[src/hw/dbsc_pkg.sv]
// Shared constants and carrier types for the display bias sequencing register bank.
package dbsc_pkg;

  // Register offsets; the two delay registers have offsets of our choosing.
  localparam logic [7:0] DBSC_OFS_LEVEL = 8'h0c;
  localparam logic [7:0] DBSC_OFS_POS = 8'h0d;
  localparam logic [7:0] DBSC_OFS_NEG = 8'h0e;
  localparam logic [7:0] DBSC_OFS_REF = 8'h0f;
  localparam logic [7:0] DBSC_OFS_NEG_DLY = 8'h10;
  localparam logic [7:0] DBSC_OFS_REF_DLY = 8'h11;
  localparam logic [7:0] DBSC_OFS_FLAG = 8'h13;
  localparam logic [7:0] DBSC_OFS_SRST = 8'h14;
  localparam logic [7:0] DBSC_OFS_REV = 8'h16;

  // Reset values (plain defaults) and writable masks.
  localparam logic [7:0] DBSC_RST_LEVEL = 8'h00;
  localparam logic [7:0] DBSC_RST_TARGET = 8'h00;
  localparam logic [7:0] DBSC_RST_DLY = 8'h00;
  localparam logic [7:0] DBSC_RST_FLAG = 8'h00;
  localparam logic [7:0] DBSC_MASK_TARGET = 8'h3f;
  localparam logic [7:0] DBSC_MASK_FLAG = 8'h1f;
  localparam logic [7:0] DBSC_SRST_KEY = 8'hff;

  // Field positions.
  localparam int DBSC_CTRL_LSB = 6;
  localparam int DBSC_BOOST_MSB = 5;
  localparam int DBSC_DLY_UP_LSB = 4;
  localparam int DBSC_FLAG_POL_BIT = 4;
  localparam int DBSC_PG_SRC_LSB = 2;

  // Indication source and power-good source codes.
  localparam logic [1:0] DBSC_IND_OFF = 2'h0;
  localparam logic [1:0] DBSC_IND_PG = 2'h1;
  localparam logic [1:0] DBSC_IND_BL = 2'h2;
  localparam logic [1:0] DBSC_IND_FAULT = 2'h3;
  localparam logic [1:0] DBSC_PG_LAST = 2'h0;
  localparam logic [1:0] DBSC_PG_POS = 2'h1;
  localparam logic [1:0] DBSC_PG_NEG = 2'h2;
  localparam logic [1:0] DBSC_PG_REF = 2'h3;

  // Timing: one millisecond tick from the 100 MHz clock.
  localparam int DBSC_CLK_MHZ = 100;
  localparam int DBSC_TICK_US = 1000;
  localparam int DBSC_TICK_CYCLES = DBSC_TICK_US * DBSC_CLK_MHZ;

  typedef struct packed {
    logic wr;
    logic rd;
    logic [7:0] addr;
    logic [7:0] wdata;
  } dbsc_req_type;

  typedef struct packed {
    logic [1:0] control_supply_level;
    logic [5:0] bias_boost_level;
    logic [5:0] positive_output_target;
    logic [5:0] negative_output_target;
    logic [5:0] reference_output_target;
  } dbsc_levels_type;

endpackage : dbsc_pkg

[src/hw/dbsc_ms_tick.sv]
// Millisecond tick divider: one-cycle enable pulse per period.
`timescale 1ns/10ps
`default_nettype none
module dbsc_ms_tick
  import dbsc_pkg::*;
#(
  parameter int CYCLES = DBSC_TICK_CYCLES
) (
  // Clock and reset
  input wire logic i_core_clk,
  input wire logic i_rst,
  // Tick out
  output logic o_tick
);
  typedef struct packed {
    logic [31:0] cnt;
    logic tick;
  } dbsc_tick_st_type;

  dbsc_tick_st_type st_q, st_d;

  always_comb begin
    st_d = st_q;
    st_d.tick = 1'b0;
    if (st_q.cnt == 32'(CYCLES - 1)) begin
      st_d.cnt = 32'h0;
      st_d.tick = 1'b1;
    end else begin
      st_d.cnt = st_q.cnt + 32'h1;
    end
  end

  always_ff @(posedge i_core_clk) begin
    if (i_rst) begin
      st_q <= '0;
    end else begin
      st_q <= st_d;
    end
  end

  assign o_tick = st_q.tick;
endmodule // dbsc_ms_tick
`default_nettype wire

[src/hw/dbsc_seq_delay.sv]
// One output's sequencing delay: counts ms ticks after a trigger.
`timescale 1ns/10ps
`default_nettype none
module dbsc_seq_delay
  import dbsc_pkg::*;
(
  // Clock and reset
  input wire logic i_core_clk,
  input wire logic i_rst,
  // Control
  input wire logic i_tick,
  input wire logic i_req_on,
  input wire logic [3:0] i_up_ms,
  input wire logic [3:0] i_down_ms,
  // Status
  output logic o_on
);
  typedef struct packed {
    logic on;
    logic [3:0] cnt;
  } dbsc_dly_st_type;

  dbsc_dly_st_type st_q, st_d;
  logic [3:0] target;

  // Counter restarts whenever the request flips, so a late flip cannot
  // inherit a half-finished count from the opposite direction.
  always_comb begin
    st_d = st_q;
    target = i_req_on ? i_up_ms : i_down_ms;
    if (i_req_on == st_q.on) begin
      st_d.cnt = 4'h0;
    end else if (st_q.cnt >= target) begin
      st_d.on = i_req_on;
      st_d.cnt = 4'h0;
    end else if (i_tick) begin
      st_d.cnt = st_q.cnt + 4'h1;
    end
  end

  always_ff @(posedge i_core_clk) begin
    if (i_rst) begin
      st_q <= '0;
    end else begin
      st_q <= st_d;
    end
  end

  assign o_on = st_q.on;
endmodule // dbsc_seq_delay
`default_nettype wire

[src/hw/dbsc_regs.sv]
// Register bank with sequencing and indication-pin logic.
// What this block does
// Control supply level field, two bits.
// Bias boost level field, six bits.
// Negative output start-up delay in ms.
// Negative output shutdown delay in ms.
// Reference output start-up delay in ms.
// Reference output shutdown delay in ms.
// Polarity bit sets flag pin level.
// Source field selects flag pin report.
// Backlight-on shown when source is 10.
// Power-good source picks which output.
// Writing FFh resets all registers.
// Revision register fields traceability, OTP, device.
// Backlight waits until enabled bias settled.
// Unused bits read zero, ignore writes.
// Delays counted by millisecond tick counter.
`timescale 1ns/10ps
`default_nettype none
module dbsc_regs
  import dbsc_pkg::*;
#(
  parameter int TICK_CYCLES = DBSC_TICK_CYCLES,
  parameter logic [1:0] DIE_TRACE = 2'h0,  // Arbitrary value.
  parameter logic [2:0] OTP_REV = 3'h0,    // Arbitrary value.
  parameter logic [2:0] DEV_REV = 3'h1     // Arbitrary value.
) (
  // Clock and reset
  input wire logic i_core_clk,
  input wire logic i_rst,
  // Register access from the serial-interface front end
  input wire dbsc_req_type i_req,
  output logic [7:0] o_rdata,
  output logic o_rvalid,
  // Sequencing requests and analog status
  input wire logic i_bias_enable_pin,
  input wire logic i_neg_req,
  input wire logic i_ref_req,
  input wire logic i_pos_settled,
  input wire logic i_neg_settled,
  input wire logic i_ref_settled,
  input wire logic i_pos_en,
  input wire logic i_backlight_req,
  input wire logic i_fault,
  // Analog controls
  output dbsc_levels_type o_levels,
  output logic o_neg_on,
  output logic o_ref_on,
  output logic o_backlight_on,
  // Indication pin
  output logic o_flag
);
  typedef struct packed {
    logic [7:0] level;
    logic [7:0] pos;
    logic [7:0] neg;
    logic [7:0] ref_lvl;
    logic [7:0] neg_dly;
    logic [7:0] ref_dly;
    logic [7:0] flag_cfg;
    logic [7:0] rdata;
    logic rvalid;
    logic bl_on;
    logic flag;
  } dbsc_st_type;

  dbsc_st_type st_q, st_d;
  logic tick;
  logic neg_on;
  logic ref_on;
  logic neg_ok;
  logic ref_ok;
  logic bias_ok;
  logic pg;
  logic ind;
  logic soft_rst;
  logic cfg_held;

  dbsc_ms_tick #(
    .CYCLES(TICK_CYCLES)
  ) u_tick (
    .i_core_clk(i_core_clk),
    .i_rst(i_rst),
    .o_tick(tick)
  );

  dbsc_seq_delay u_neg (
    .i_core_clk(i_core_clk),
    .i_rst(i_rst | soft_rst),
    .i_tick(tick),
    .i_req_on(i_neg_req & i_bias_enable_pin),
    .i_up_ms(st_q.neg_dly[7:DBSC_DLY_UP_LSB]),
    .i_down_ms(st_q.neg_dly[DBSC_DLY_UP_LSB-1:0]),
    .o_on(neg_on)
  );

  dbsc_seq_delay u_ref (
    .i_core_clk(i_core_clk),
    .i_rst(i_rst | soft_rst),
    .i_tick(tick),
    .i_req_on(i_ref_req & i_bias_enable_pin),
    .i_up_ms(st_q.ref_dly[7:DBSC_DLY_UP_LSB]),
    .i_down_ms(st_q.ref_dly[DBSC_DLY_UP_LSB-1:0]),
    .o_on(ref_on)
  );

  assign soft_rst = i_req.wr && i_req.addr == DBSC_OFS_SRST &&
    i_req.wdata == DBSC_SRST_KEY;

  // Flag config steady over an edge, so the pin simply follows its source.
  assign cfg_held = !soft_rst &&
    !(i_req.wr && i_req.addr == DBSC_OFS_FLAG);

  // Settled means switched on and at target; disabled outputs do not block.
  assign neg_ok = neg_on & i_neg_settled;
  assign ref_ok = ref_on & i_ref_settled;
  assign bias_ok = (!i_pos_en || i_pos_settled) &&
    (!(i_neg_req & i_bias_enable_pin) || neg_ok) &&
    (!(i_ref_req & i_bias_enable_pin) || ref_ok);

  always_comb begin
    pg = 1'b0;
    case (st_q.flag_cfg[DBSC_PG_SRC_LSB+1:DBSC_PG_SRC_LSB])
      DBSC_PG_LAST: pg = i_bias_enable_pin && bias_ok;
      DBSC_PG_POS: pg = i_pos_en && i_pos_settled;
      DBSC_PG_NEG: pg = neg_ok;
      DBSC_PG_REF: pg = ref_ok;
      default: pg = 1'b0;
    endcase
  end

  always_comb begin
    ind = 1'b0;
    case (st_q.flag_cfg[1:0])
      DBSC_IND_OFF: ind = 1'b0;
      DBSC_IND_PG: ind = pg;
      DBSC_IND_BL: ind = st_q.bl_on;
      DBSC_IND_FAULT: ind = i_fault;
      default: ind = 1'b0;
    endcase
  end

  always_comb begin
    st_d = st_q;
    st_d.rvalid = i_req.rd;
    st_d.bl_on = i_backlight_req && bias_ok;
    st_d.flag = ind ~^ st_q.flag_cfg[DBSC_FLAG_POL_BIT];
    if (i_req.rd) begin
      case (i_req.addr)
        DBSC_OFS_LEVEL: st_d.rdata = st_q.level;
        DBSC_OFS_POS: st_d.rdata = st_q.pos;
        DBSC_OFS_NEG: st_d.rdata = st_q.neg;
        DBSC_OFS_REF: st_d.rdata = st_q.ref_lvl;
        DBSC_OFS_NEG_DLY: st_d.rdata = st_q.neg_dly;
        DBSC_OFS_REF_DLY: st_d.rdata = st_q.ref_dly;
        DBSC_OFS_FLAG: st_d.rdata = st_q.flag_cfg;
        DBSC_OFS_REV: st_d.rdata = {DIE_TRACE, OTP_REV, DEV_REV};
        default: st_d.rdata = 8'h00;
      endcase
    end
    if (i_req.wr) begin
      case (i_req.addr)
        DBSC_OFS_LEVEL: st_d.level = i_req.wdata;
        DBSC_OFS_POS: st_d.pos = i_req.wdata & DBSC_MASK_TARGET;
        DBSC_OFS_NEG: st_d.neg = i_req.wdata & DBSC_MASK_TARGET;
        DBSC_OFS_REF: st_d.ref_lvl = i_req.wdata & DBSC_MASK_TARGET;
        DBSC_OFS_NEG_DLY: st_d.neg_dly = i_req.wdata;
        DBSC_OFS_REF_DLY: st_d.ref_dly = i_req.wdata;
        DBSC_OFS_FLAG: st_d.flag_cfg = i_req.wdata & DBSC_MASK_FLAG;
        default: st_d.level = st_q.level;
      endcase
    end
    if (soft_rst) begin
      st_d.level = DBSC_RST_LEVEL;
      st_d.pos = DBSC_RST_TARGET;
      st_d.neg = DBSC_RST_TARGET;
      st_d.ref_lvl = DBSC_RST_TARGET;
      st_d.neg_dly = DBSC_RST_DLY;
      st_d.ref_dly = DBSC_RST_DLY;
      st_d.flag_cfg = DBSC_RST_FLAG;
      st_d.bl_on = 1'b0;
    end
  end

  always_ff @(posedge i_core_clk) begin
    if (i_rst) begin
      st_q <= '0;
      st_q.level <= DBSC_RST_LEVEL;
      st_q.pos <= DBSC_RST_TARGET;
      st_q.neg <= DBSC_RST_TARGET;
      st_q.ref_lvl <= DBSC_RST_TARGET;
      st_q.neg_dly <= DBSC_RST_DLY;
      st_q.ref_dly <= DBSC_RST_DLY;
      st_q.flag_cfg <= DBSC_RST_FLAG;
      st_q.flag <= 1'b1;
    end else begin
      st_q <= st_d;
    end
  end

  assign o_rdata = st_q.rdata;
  assign o_rvalid = st_q.rvalid;
  assign o_levels.control_supply_level = st_q.level[7:DBSC_CTRL_LSB];
  assign o_levels.bias_boost_level = st_q.level[DBSC_BOOST_MSB:0];
  assign o_levels.positive_output_target = st_q.pos[5:0];
  assign o_levels.negative_output_target = st_q.neg[5:0];
  assign o_levels.reference_output_target = st_q.ref_lvl[5:0];
  assign o_neg_on = neg_on;
  assign o_ref_on = ref_on;
  assign o_backlight_on = st_q.bl_on;
  assign o_flag = st_q.flag;
endmodule // dbsc_regs
`default_nettype wire

[config.mk]
export PLATFORM = sky130hd
export DESIGN_NAME = dbsc_regs
export DESIGN_NICKNAME = d
export VERILOG_FILES = /design/src/hw/dbsc_pkg.sv /design/src/hw/dbsc_ms_tick.sv /design/src/hw/dbsc_seq_delay.sv /design/src/hw/dbsc_regs.sv
export SDC_FILE = /design/constraint.sdc
export NUM_CORES = 1
export LEC_CHECK = 0
export BUFFER_PORTS_ARGS = -buffer_cell sky130_fd_sc_hd__clkbuf_2
export CAP_MARGIN = 10
export CORE_MARGIN = 2
export CORE_UTILIZATION = 55
export DETAILED_ROUTE_END_ITERATION = 10
export HOLD_SLACK_MARGIN = 0.02
export PLACE_DENSITY = 0.8
export SLEW_MARGIN = 30
export SYNTH_ARGS = -nofsm -noshare
export SYNTH_HDL_FRONTEND = slang
export SYNTH_SLANG_ARGS = --single-unit
[constraint.sdc]
create_clock -name i_core_clk -period 3.1 [get_ports i_core_clk]
set_input_delay 0.62 -clock i_core_clk [delete_from_list [all_inputs] [get_ports i_core_clk]]
set_output_delay 0.62 -clock i_core_clk [all_outputs]
set_load 0.05 [all_outputs]
==> results of run 1 <==
per-stage QoR:
stage                     hold WS (ps)  instances  setup slack [ps]
after floorplan                    430        572               537
after global placement             444        689               631
after detailed placement           455        689               580
after CTS                          432        705               931
after global routing               452        705               740
final                              439        705               947
final cells by class:
type	count	share of cell area, %
clock buffer	10	2.55
clock inverter	6	1.02
inverter	9	0.627
multi-input combinational	392	48.2
sequential	101	37.5
tap	111	2.58
timing repair buffer	76	7.47
power groups by stage:
stage	sequential (W)	combinational, W	clock [W]
CTS	0.00131	0.000127	0.000819
floorplan	0.00135	0.0000785	0
global placement	0.00134	0.000123	0
global route	0.00131	0.000138	0.000872
finish	0.00131	0.000127	0.000809
detailed placement	0.00134	0.000126	0
per-layer routing:
metal	track usage (%)	wire length, um
met1	27.7	4620
met2	41.7	5720
met5	0	0
met4	8.85	267
met3	3.90	610
synth_stat cells (3+ instances only):
cell | n | area (sq um)
and2_1 | 5 | 31.3
and3_1 | 10 | 62.6
xor2_1 | 29 | 254
a31oi_1 | 4 | 25.0
clkbuf_1 | 29 | 109
mux2i_1 | 47 | 470
o21ai_0 | 9 | 45.0
nor2_1 | 78 | 293
or3_1 | 6 | 37.5
nand3_1 | 39 | 195
and4_1 | 6 | 52.6
nand4_1 | 16 | 100
xnor2_1 | 7 | 61.3
buf_6 | 3 | 33.8
nor4_1 | 6 | 37.5
a21oi_1 | 27 | 135
o32ai_1 | 5 | 43.8
dfxtp_1 | 101 | 2020
ha_1 | 11 | 138
inv_1 | 9 | 33.8
buf_4 | 35 | 263
nor2b_1 | 9 | 56.3
or4_1 | 3 | 22.5
mux4_2 | 6 | 135
a22oi_1 | 8 | 60.1
nand2b_1 | 3 | 18.8
nand2_1 | 37 | 139
sequential cells by signal (all words and copies together) (netlist names):
name            cells
u_neg.st_q          4
u_ref.o_on          1
u_ref.st_q          4
o_rvalid            1
st_q               21
o_rdata             8
u_neg.o_on          1
u_tick.o_tick       1
o_backlight_on      1
o_flag              1
o_levels           26
u_tick.st_q        32
path summary, 6_finish.rpt:
path	cells after the start	end	from	slack, ps
hold reg to reg	1	u_tick.st_q[1]	u_tick.st_q[1]	480
setup / recovery	9	u_ref.st_q[0]	i_bias_enable_pin	950
hold / removal	3	o_backlight_on	i_backlight_req	440
setup reg to reg	6	u_tick.st_q[17]	u_tick.st_q[26]	950
critical path: cells and delay by family:
family	cells	cell delay (ps)
AO/OA/AOI/OAI	2	300
adder cells (fa/ha/maj)	1	260
buffers and inverters	1	90
multiplexers	1	340
AND/OR/NAND/NOR	4	850
cell families after synthesis:
logic type	Yosys count	share of synthesized area, %
AND/OR/NAND/NOR	228	22.4
adder cells (fa/ha/maj)	11	2.71
flip-flops	101	39.8
AO/OA/AOI/OAI	62	7.52
XOR/XNOR	36	6.21
multiplexers	55	12.4
buffers and inverters	79	8.92
==> results.sh, run 1 <==
export IMPL_outcome="complete, no violations"
export IMPL_rsz0062_at_grt="false"
export IMPL_dr_total_vias=4105
export IMPL_yosysUniqueCellTypes=46
export IMPL_dieArea_sq_mm=0.0100
export IMPL_wl_per_cell_um=15.9
export IMPL_final_area_sq_mm=0.00539
export IMPL_yosys_warnings=0
export IMPL_clkPwrFrac_pct=36.0
export IMPL_ir_drop_v=0.000259
export IMPL_rows=35
export IMPL_required_ps=3400
export IMPL_diodes=0
export IMPL_synth_area_sq_mm=0.00508
export IMPL_synth_edf_count=0
export IMPL_final_nets=629
export IMPL_skew_ps=13.4
export IMPL_synth_seq_cells=101
export IMPL_slew_viol_final=0
export IMPL_gp_congestion=0.857
export IMPL_postCtsSetupRepairBufs=0
export IMPL_die_h_um=100
export IMPL_grt_overflow_total=0
export IMPL_power_w=0.00225
export IMPL_cts_root_buf="clkbuf_8"
export IMPL_crit_path_end_kind="flop"
export IMPL_htree_levels=3
export IMPL_critPathArrivalTime_ps=2460
export IMPL_regArea_sq_mm=0.00202
export IMPL_gr_usage_all_layers_pct=23.2
export IMPL_wirelength_um=11200
export IMPL_setup_viol=0
export IMPL_dieWidth_um=100
export IMPL_swShare_pct=25.5
export IMPL_tightest_slew_ps=603
export IMPL_final_common_cell="dfxtp_1"
export IMPL_drive_gt1_share_pct=17.5
export IMPL_dpl_hpwl_um=8170
export IMPL_yosysSeqAreaShare_pct=39.8
export IMPL_n_fill_cell=793
export IMPL_startpoint_type="primary input"
export IMPL_combPwrFrac_pct=5.7
export IMPL_postCtsHoldBufs=0
export IMPL_cpMaxStageDelayCell="or3_1"
export IMPL_synth_nets=612
export IMPL_drt_iter0_drc=230
export IMPL_max_cap_violations=0
export IMPL_grt_pass1_vias=3989
export IMPL_grt_max_degree=33
export IMPL_max_stage_delay_ps=430
export IMPL_path_class="primary input to flop"
export IMPL_coreArea_sq_mm=0.00911
export IMPL_maxSlewHeadroom_pct=59.6
export IMPL_initial_core_util_pct=55.7
export IMPL_clock_sinks=101
export IMPL_cts_tree="built"
export IMPL_power_per_cell_area_mw_per_mm2=417
export IMPL_max_freq_ghz=0.465
export IMPL_avgSynthCellArea_sq_um=8.87
export IMPL_async_flop_share_pct=0
export IMPL_ant_nets=0
export IMPL_crit_chain="clkbuf_2, and2_1, mux2_2, ha_1, nand2b_1, a21oi_1, o21ai_0, or3_1, nor2_1"
export IMPL_finalSetupTns_ps=0
export IMPL_cts_max_path_buffers=2
export IMPL_power_leakage_nw=2.24
export IMPL_cp_max_fo=4
export IMPL_synthCells=572
export IMPL_p_seq_share_pct=58.3
export IMPL_ys_flop_type="dfxtp_1"
export IMPL_first_pass_iters=5
export IMPL_synthToLayoutAreaGrowth_pct=6.21
export IMPL_routed_via_density=5.82
export IMPL_clkLatencyLatePin_ps=370
export IMPL_cell_internal_pwr_w=0.00167
export IMPL_antenna_found_initial=0
export IMPL_power_switching_w=0.000572
export IMPL_final_hold_viol_count=0
export IMPL_cts_made_buffers=9
export IMPL_hold_path_class="primary input to flop"
export IMPL_portBuffers=67
export IMPL_grt_pass1_wl_um=18700
export IMPL_fin_util_pct=59.2
export IMPL_post_cts_resized=0
export IMPL_drc_errors=0
export IMPL_layout_min_cycle_time_ps=2150
export IMPL_clk_pin_slew_worst_paths_ps=100
export IMPL_multi_input_area_sq_mm=0.00260
export IMPL_num_io_pins=68
export IMPL_final_cell_mix="dfxtp_1, nor2_1, clkbuf_2, mux2i_1, nand3_1"
export IMPL_placed_area_sq_mm=0.00520
export IMPL_period_share_pct=69.4
Power figures use the tool's default switching activity.
==> run 2, diff against run 1 <==
==> constraint.sdc (replaced) <==
create_clock -name i_core_clk -period 2.2 [get_ports i_core_clk]
set_input_delay 0.44 -clock i_core_clk [delete_from_list [all_inputs] [get_ports i_core_clk]]
set_output_delay 0.44 -clock i_core_clk [all_outputs]
set_load 0.05 [all_outputs]
==> results.sh, run 2 (synthesized netlist as in run 1, its figures left out) <==
export IMPL_skew_ps=13.2
export IMPL_drc_errors=0
export IMPL_clock_sinks=101
export IMPL_postCtsSetupRepairBufs=0
export IMPL_cts_made_buffers=9
export IMPL_max_cap_violations=0
export IMPL_critPathArrivalTime_ps=2320
export IMPL_required_ps=2440
export IMPL_cts_max_path_buffers=2
export IMPL_grt_pass1_wl_um=18700
export IMPL_antenna_found_initial=0
export IMPL_dieWidth_um=100
export IMPL_wirelength_um=11600
export IMPL_critPathTopFamily="simple AND/OR/NAND/NOR gates"
export IMPL_n_fill_cell=780
export IMPL_portBuffers=67
export IMPL_post_cts_resized=0
export IMPL_first_pass_iters=4
export IMPL_cp_max_fo=16
export IMPL_rsz0062_at_grt="false"
export IMPL_postCtsHoldBufs=0
export IMPL_rows=35
export IMPL_clk_pin_slew_worst_paths_ps=100
export IMPL_diodes=0
export IMPL_grt_pass1_vias=3897
export IMPL_gp_congestion=0.935
export IMPL_regArea_sq_mm=0.00202
export IMPL_dieArea_sq_mm=0.0100
export IMPL_regMostFlops="u_tick.st_q"
export IMPL_startpoint_type="flop"
export IMPL_cpMaxStageDelayCell="or4_1"
export IMPL_coreArea_sq_mm=0.00911
export IMPL_placed_area_sq_mm=0.00533
export IMPL_grt_max_degree=43
export IMPL_cts_tree="built"
export IMPL_ff2ff_setup_slack_ps=120
export IMPL_drive_gt1_share_pct=19.7
export IMPL_multi_input_area_sq_mm=0.00261
export IMPL_crit_chain="or4_1, or4_1, nor3_2, or2_4, clkbuf_16, a21oi_1"
export IMPL_final_cell_mix="dfxtp_1, nor2_1, clkbuf_2, mux2i_1, nand3_1"
export IMPL_path_class="flop to flop"
export IMPL_synthToLayoutAreaGrowth_pct=9.69
export IMPL_layout_min_cycle_time_ps=2080
export IMPL_final_hold_viol_count=0
export IMPL_dr_total_vias=4147
export IMPL_hold_path_class="primary input to flop"
export IMPL_dpl_hpwl_um=8340
export IMPL_holdWs_ps=266
export IMPL_maxSlewHeadroom_pct=62.2
export IMPL_cts_root_buf="clkbuf_8"
export IMPL_tightest_slew_ps=566
export IMPL_clkLatencyLatePin_ps=360
export IMPL_outcome="complete, no violations"
export IMPL_final_nets=644
export IMPL_cpMostUsedCell="or4_1"
export IMPL_ant_nets=0
export IMPL_die_h_um=100
export IMPL_num_io_pins=68
export IMPL_drt_iter0_drc=229
export IMPL_period_share_pct=94.5
export IMPL_slew_viol_final=0
export IMPL_htree_levels=3
export IMPL_power_leakage_nw=2.33
export IMPL_crit_path_end_kind="flop"
export IMPL_power_per_cell_area_mw_per_mm2=589
export IMPL_setup_viol=0
export IMPL_routed_via_density=5.77
export IMPL_max_stage_delay_ps=520
export IMPL_max_freq_ghz=0.481
export IMPL_initial_core_util_pct=55.7
export IMPL_grt_overflow_total=0
export IMPL_worst_path_buf_inv=1
export IMPL_wl_per_cell_um=16.2
export IMPL_ir_drop_v=0.000347
export IMPL_final_area_sq_mm=0.00557
export IMPL_largest_reg_flops=32
export IMPL_final_common_cell="dfxtp_1"
export IMPL_gr_usage_all_layers_pct=23.4
[run 2: changes by cell type in the layout (fill, tap and decap cells not counted), moves of 2 or more]
cell / change
buf_12: +2
buf_4: +12
clkinv_4: -2
inv_6: +2
inv_8: -2
[run 2: area by class of cell]
type                    instances  share of cell area, %
clock inverters                 4                  0.989
flip-flops and latches        101                   36.3
multi-input cells             392                   46.9
clock buffers                  11                   2.72
repair buffers                 91                   10.0
inverters                       9                  0.607
well taps                     111                   2.49
[run 2: tightest hold or removal path: cells and delay by family]
kind / cells / cell delay [ps]
simple gates: 2 / 80
buf+inv: 1 / 80
[run 2: final timing paths]
| check | startpoint | end | cells after the start |
|---|---|---|---|
| max | u_tick.st_q[26] | u_tick.st_q[30] | 6 |
| min | i_backlight_req | o_backlight_on | 3 |
| max reg2reg | u_tick.st_q[26] | u_tick.st_q[30] | 6 |
| min reg2reg | u_tick.st_q[1] | u_tick.st_q[1] | 1 |
[run 2: power by group]
part,leakage [nW],internal [W],switching (W)
clock network,0.102,0.000591,0.000643
registers,0.815,0.00184,0.00000836
logic,1.42,0.0000762,0.000124
[run 2: routing by layer]
metal	routed length [um]	vias up	global-route usage (%)
li1	-	2028	-
met1	4950	1987	28.6
met2	5880	111	40.7
met3	547	21	4.87
met4	253	0	8.75
met5	0	-	0
[run 2: metrics by stage]
stage                     instances  setup TNS, ps  utilization [%]  worst slack, ps  total power, W
after global routing            719              0             61.1             44.1         0.00340
after floorplan                 572              0                -             1.90         0.00201
final                           719              0             61.1              122         0.00328
after detailed placement        703           -632             58.5            -89.1         0.00208
after global placement          703          -52.6             58.5            -13.2         0.00207
after CTS                       718              0             60.8              128         0.00330
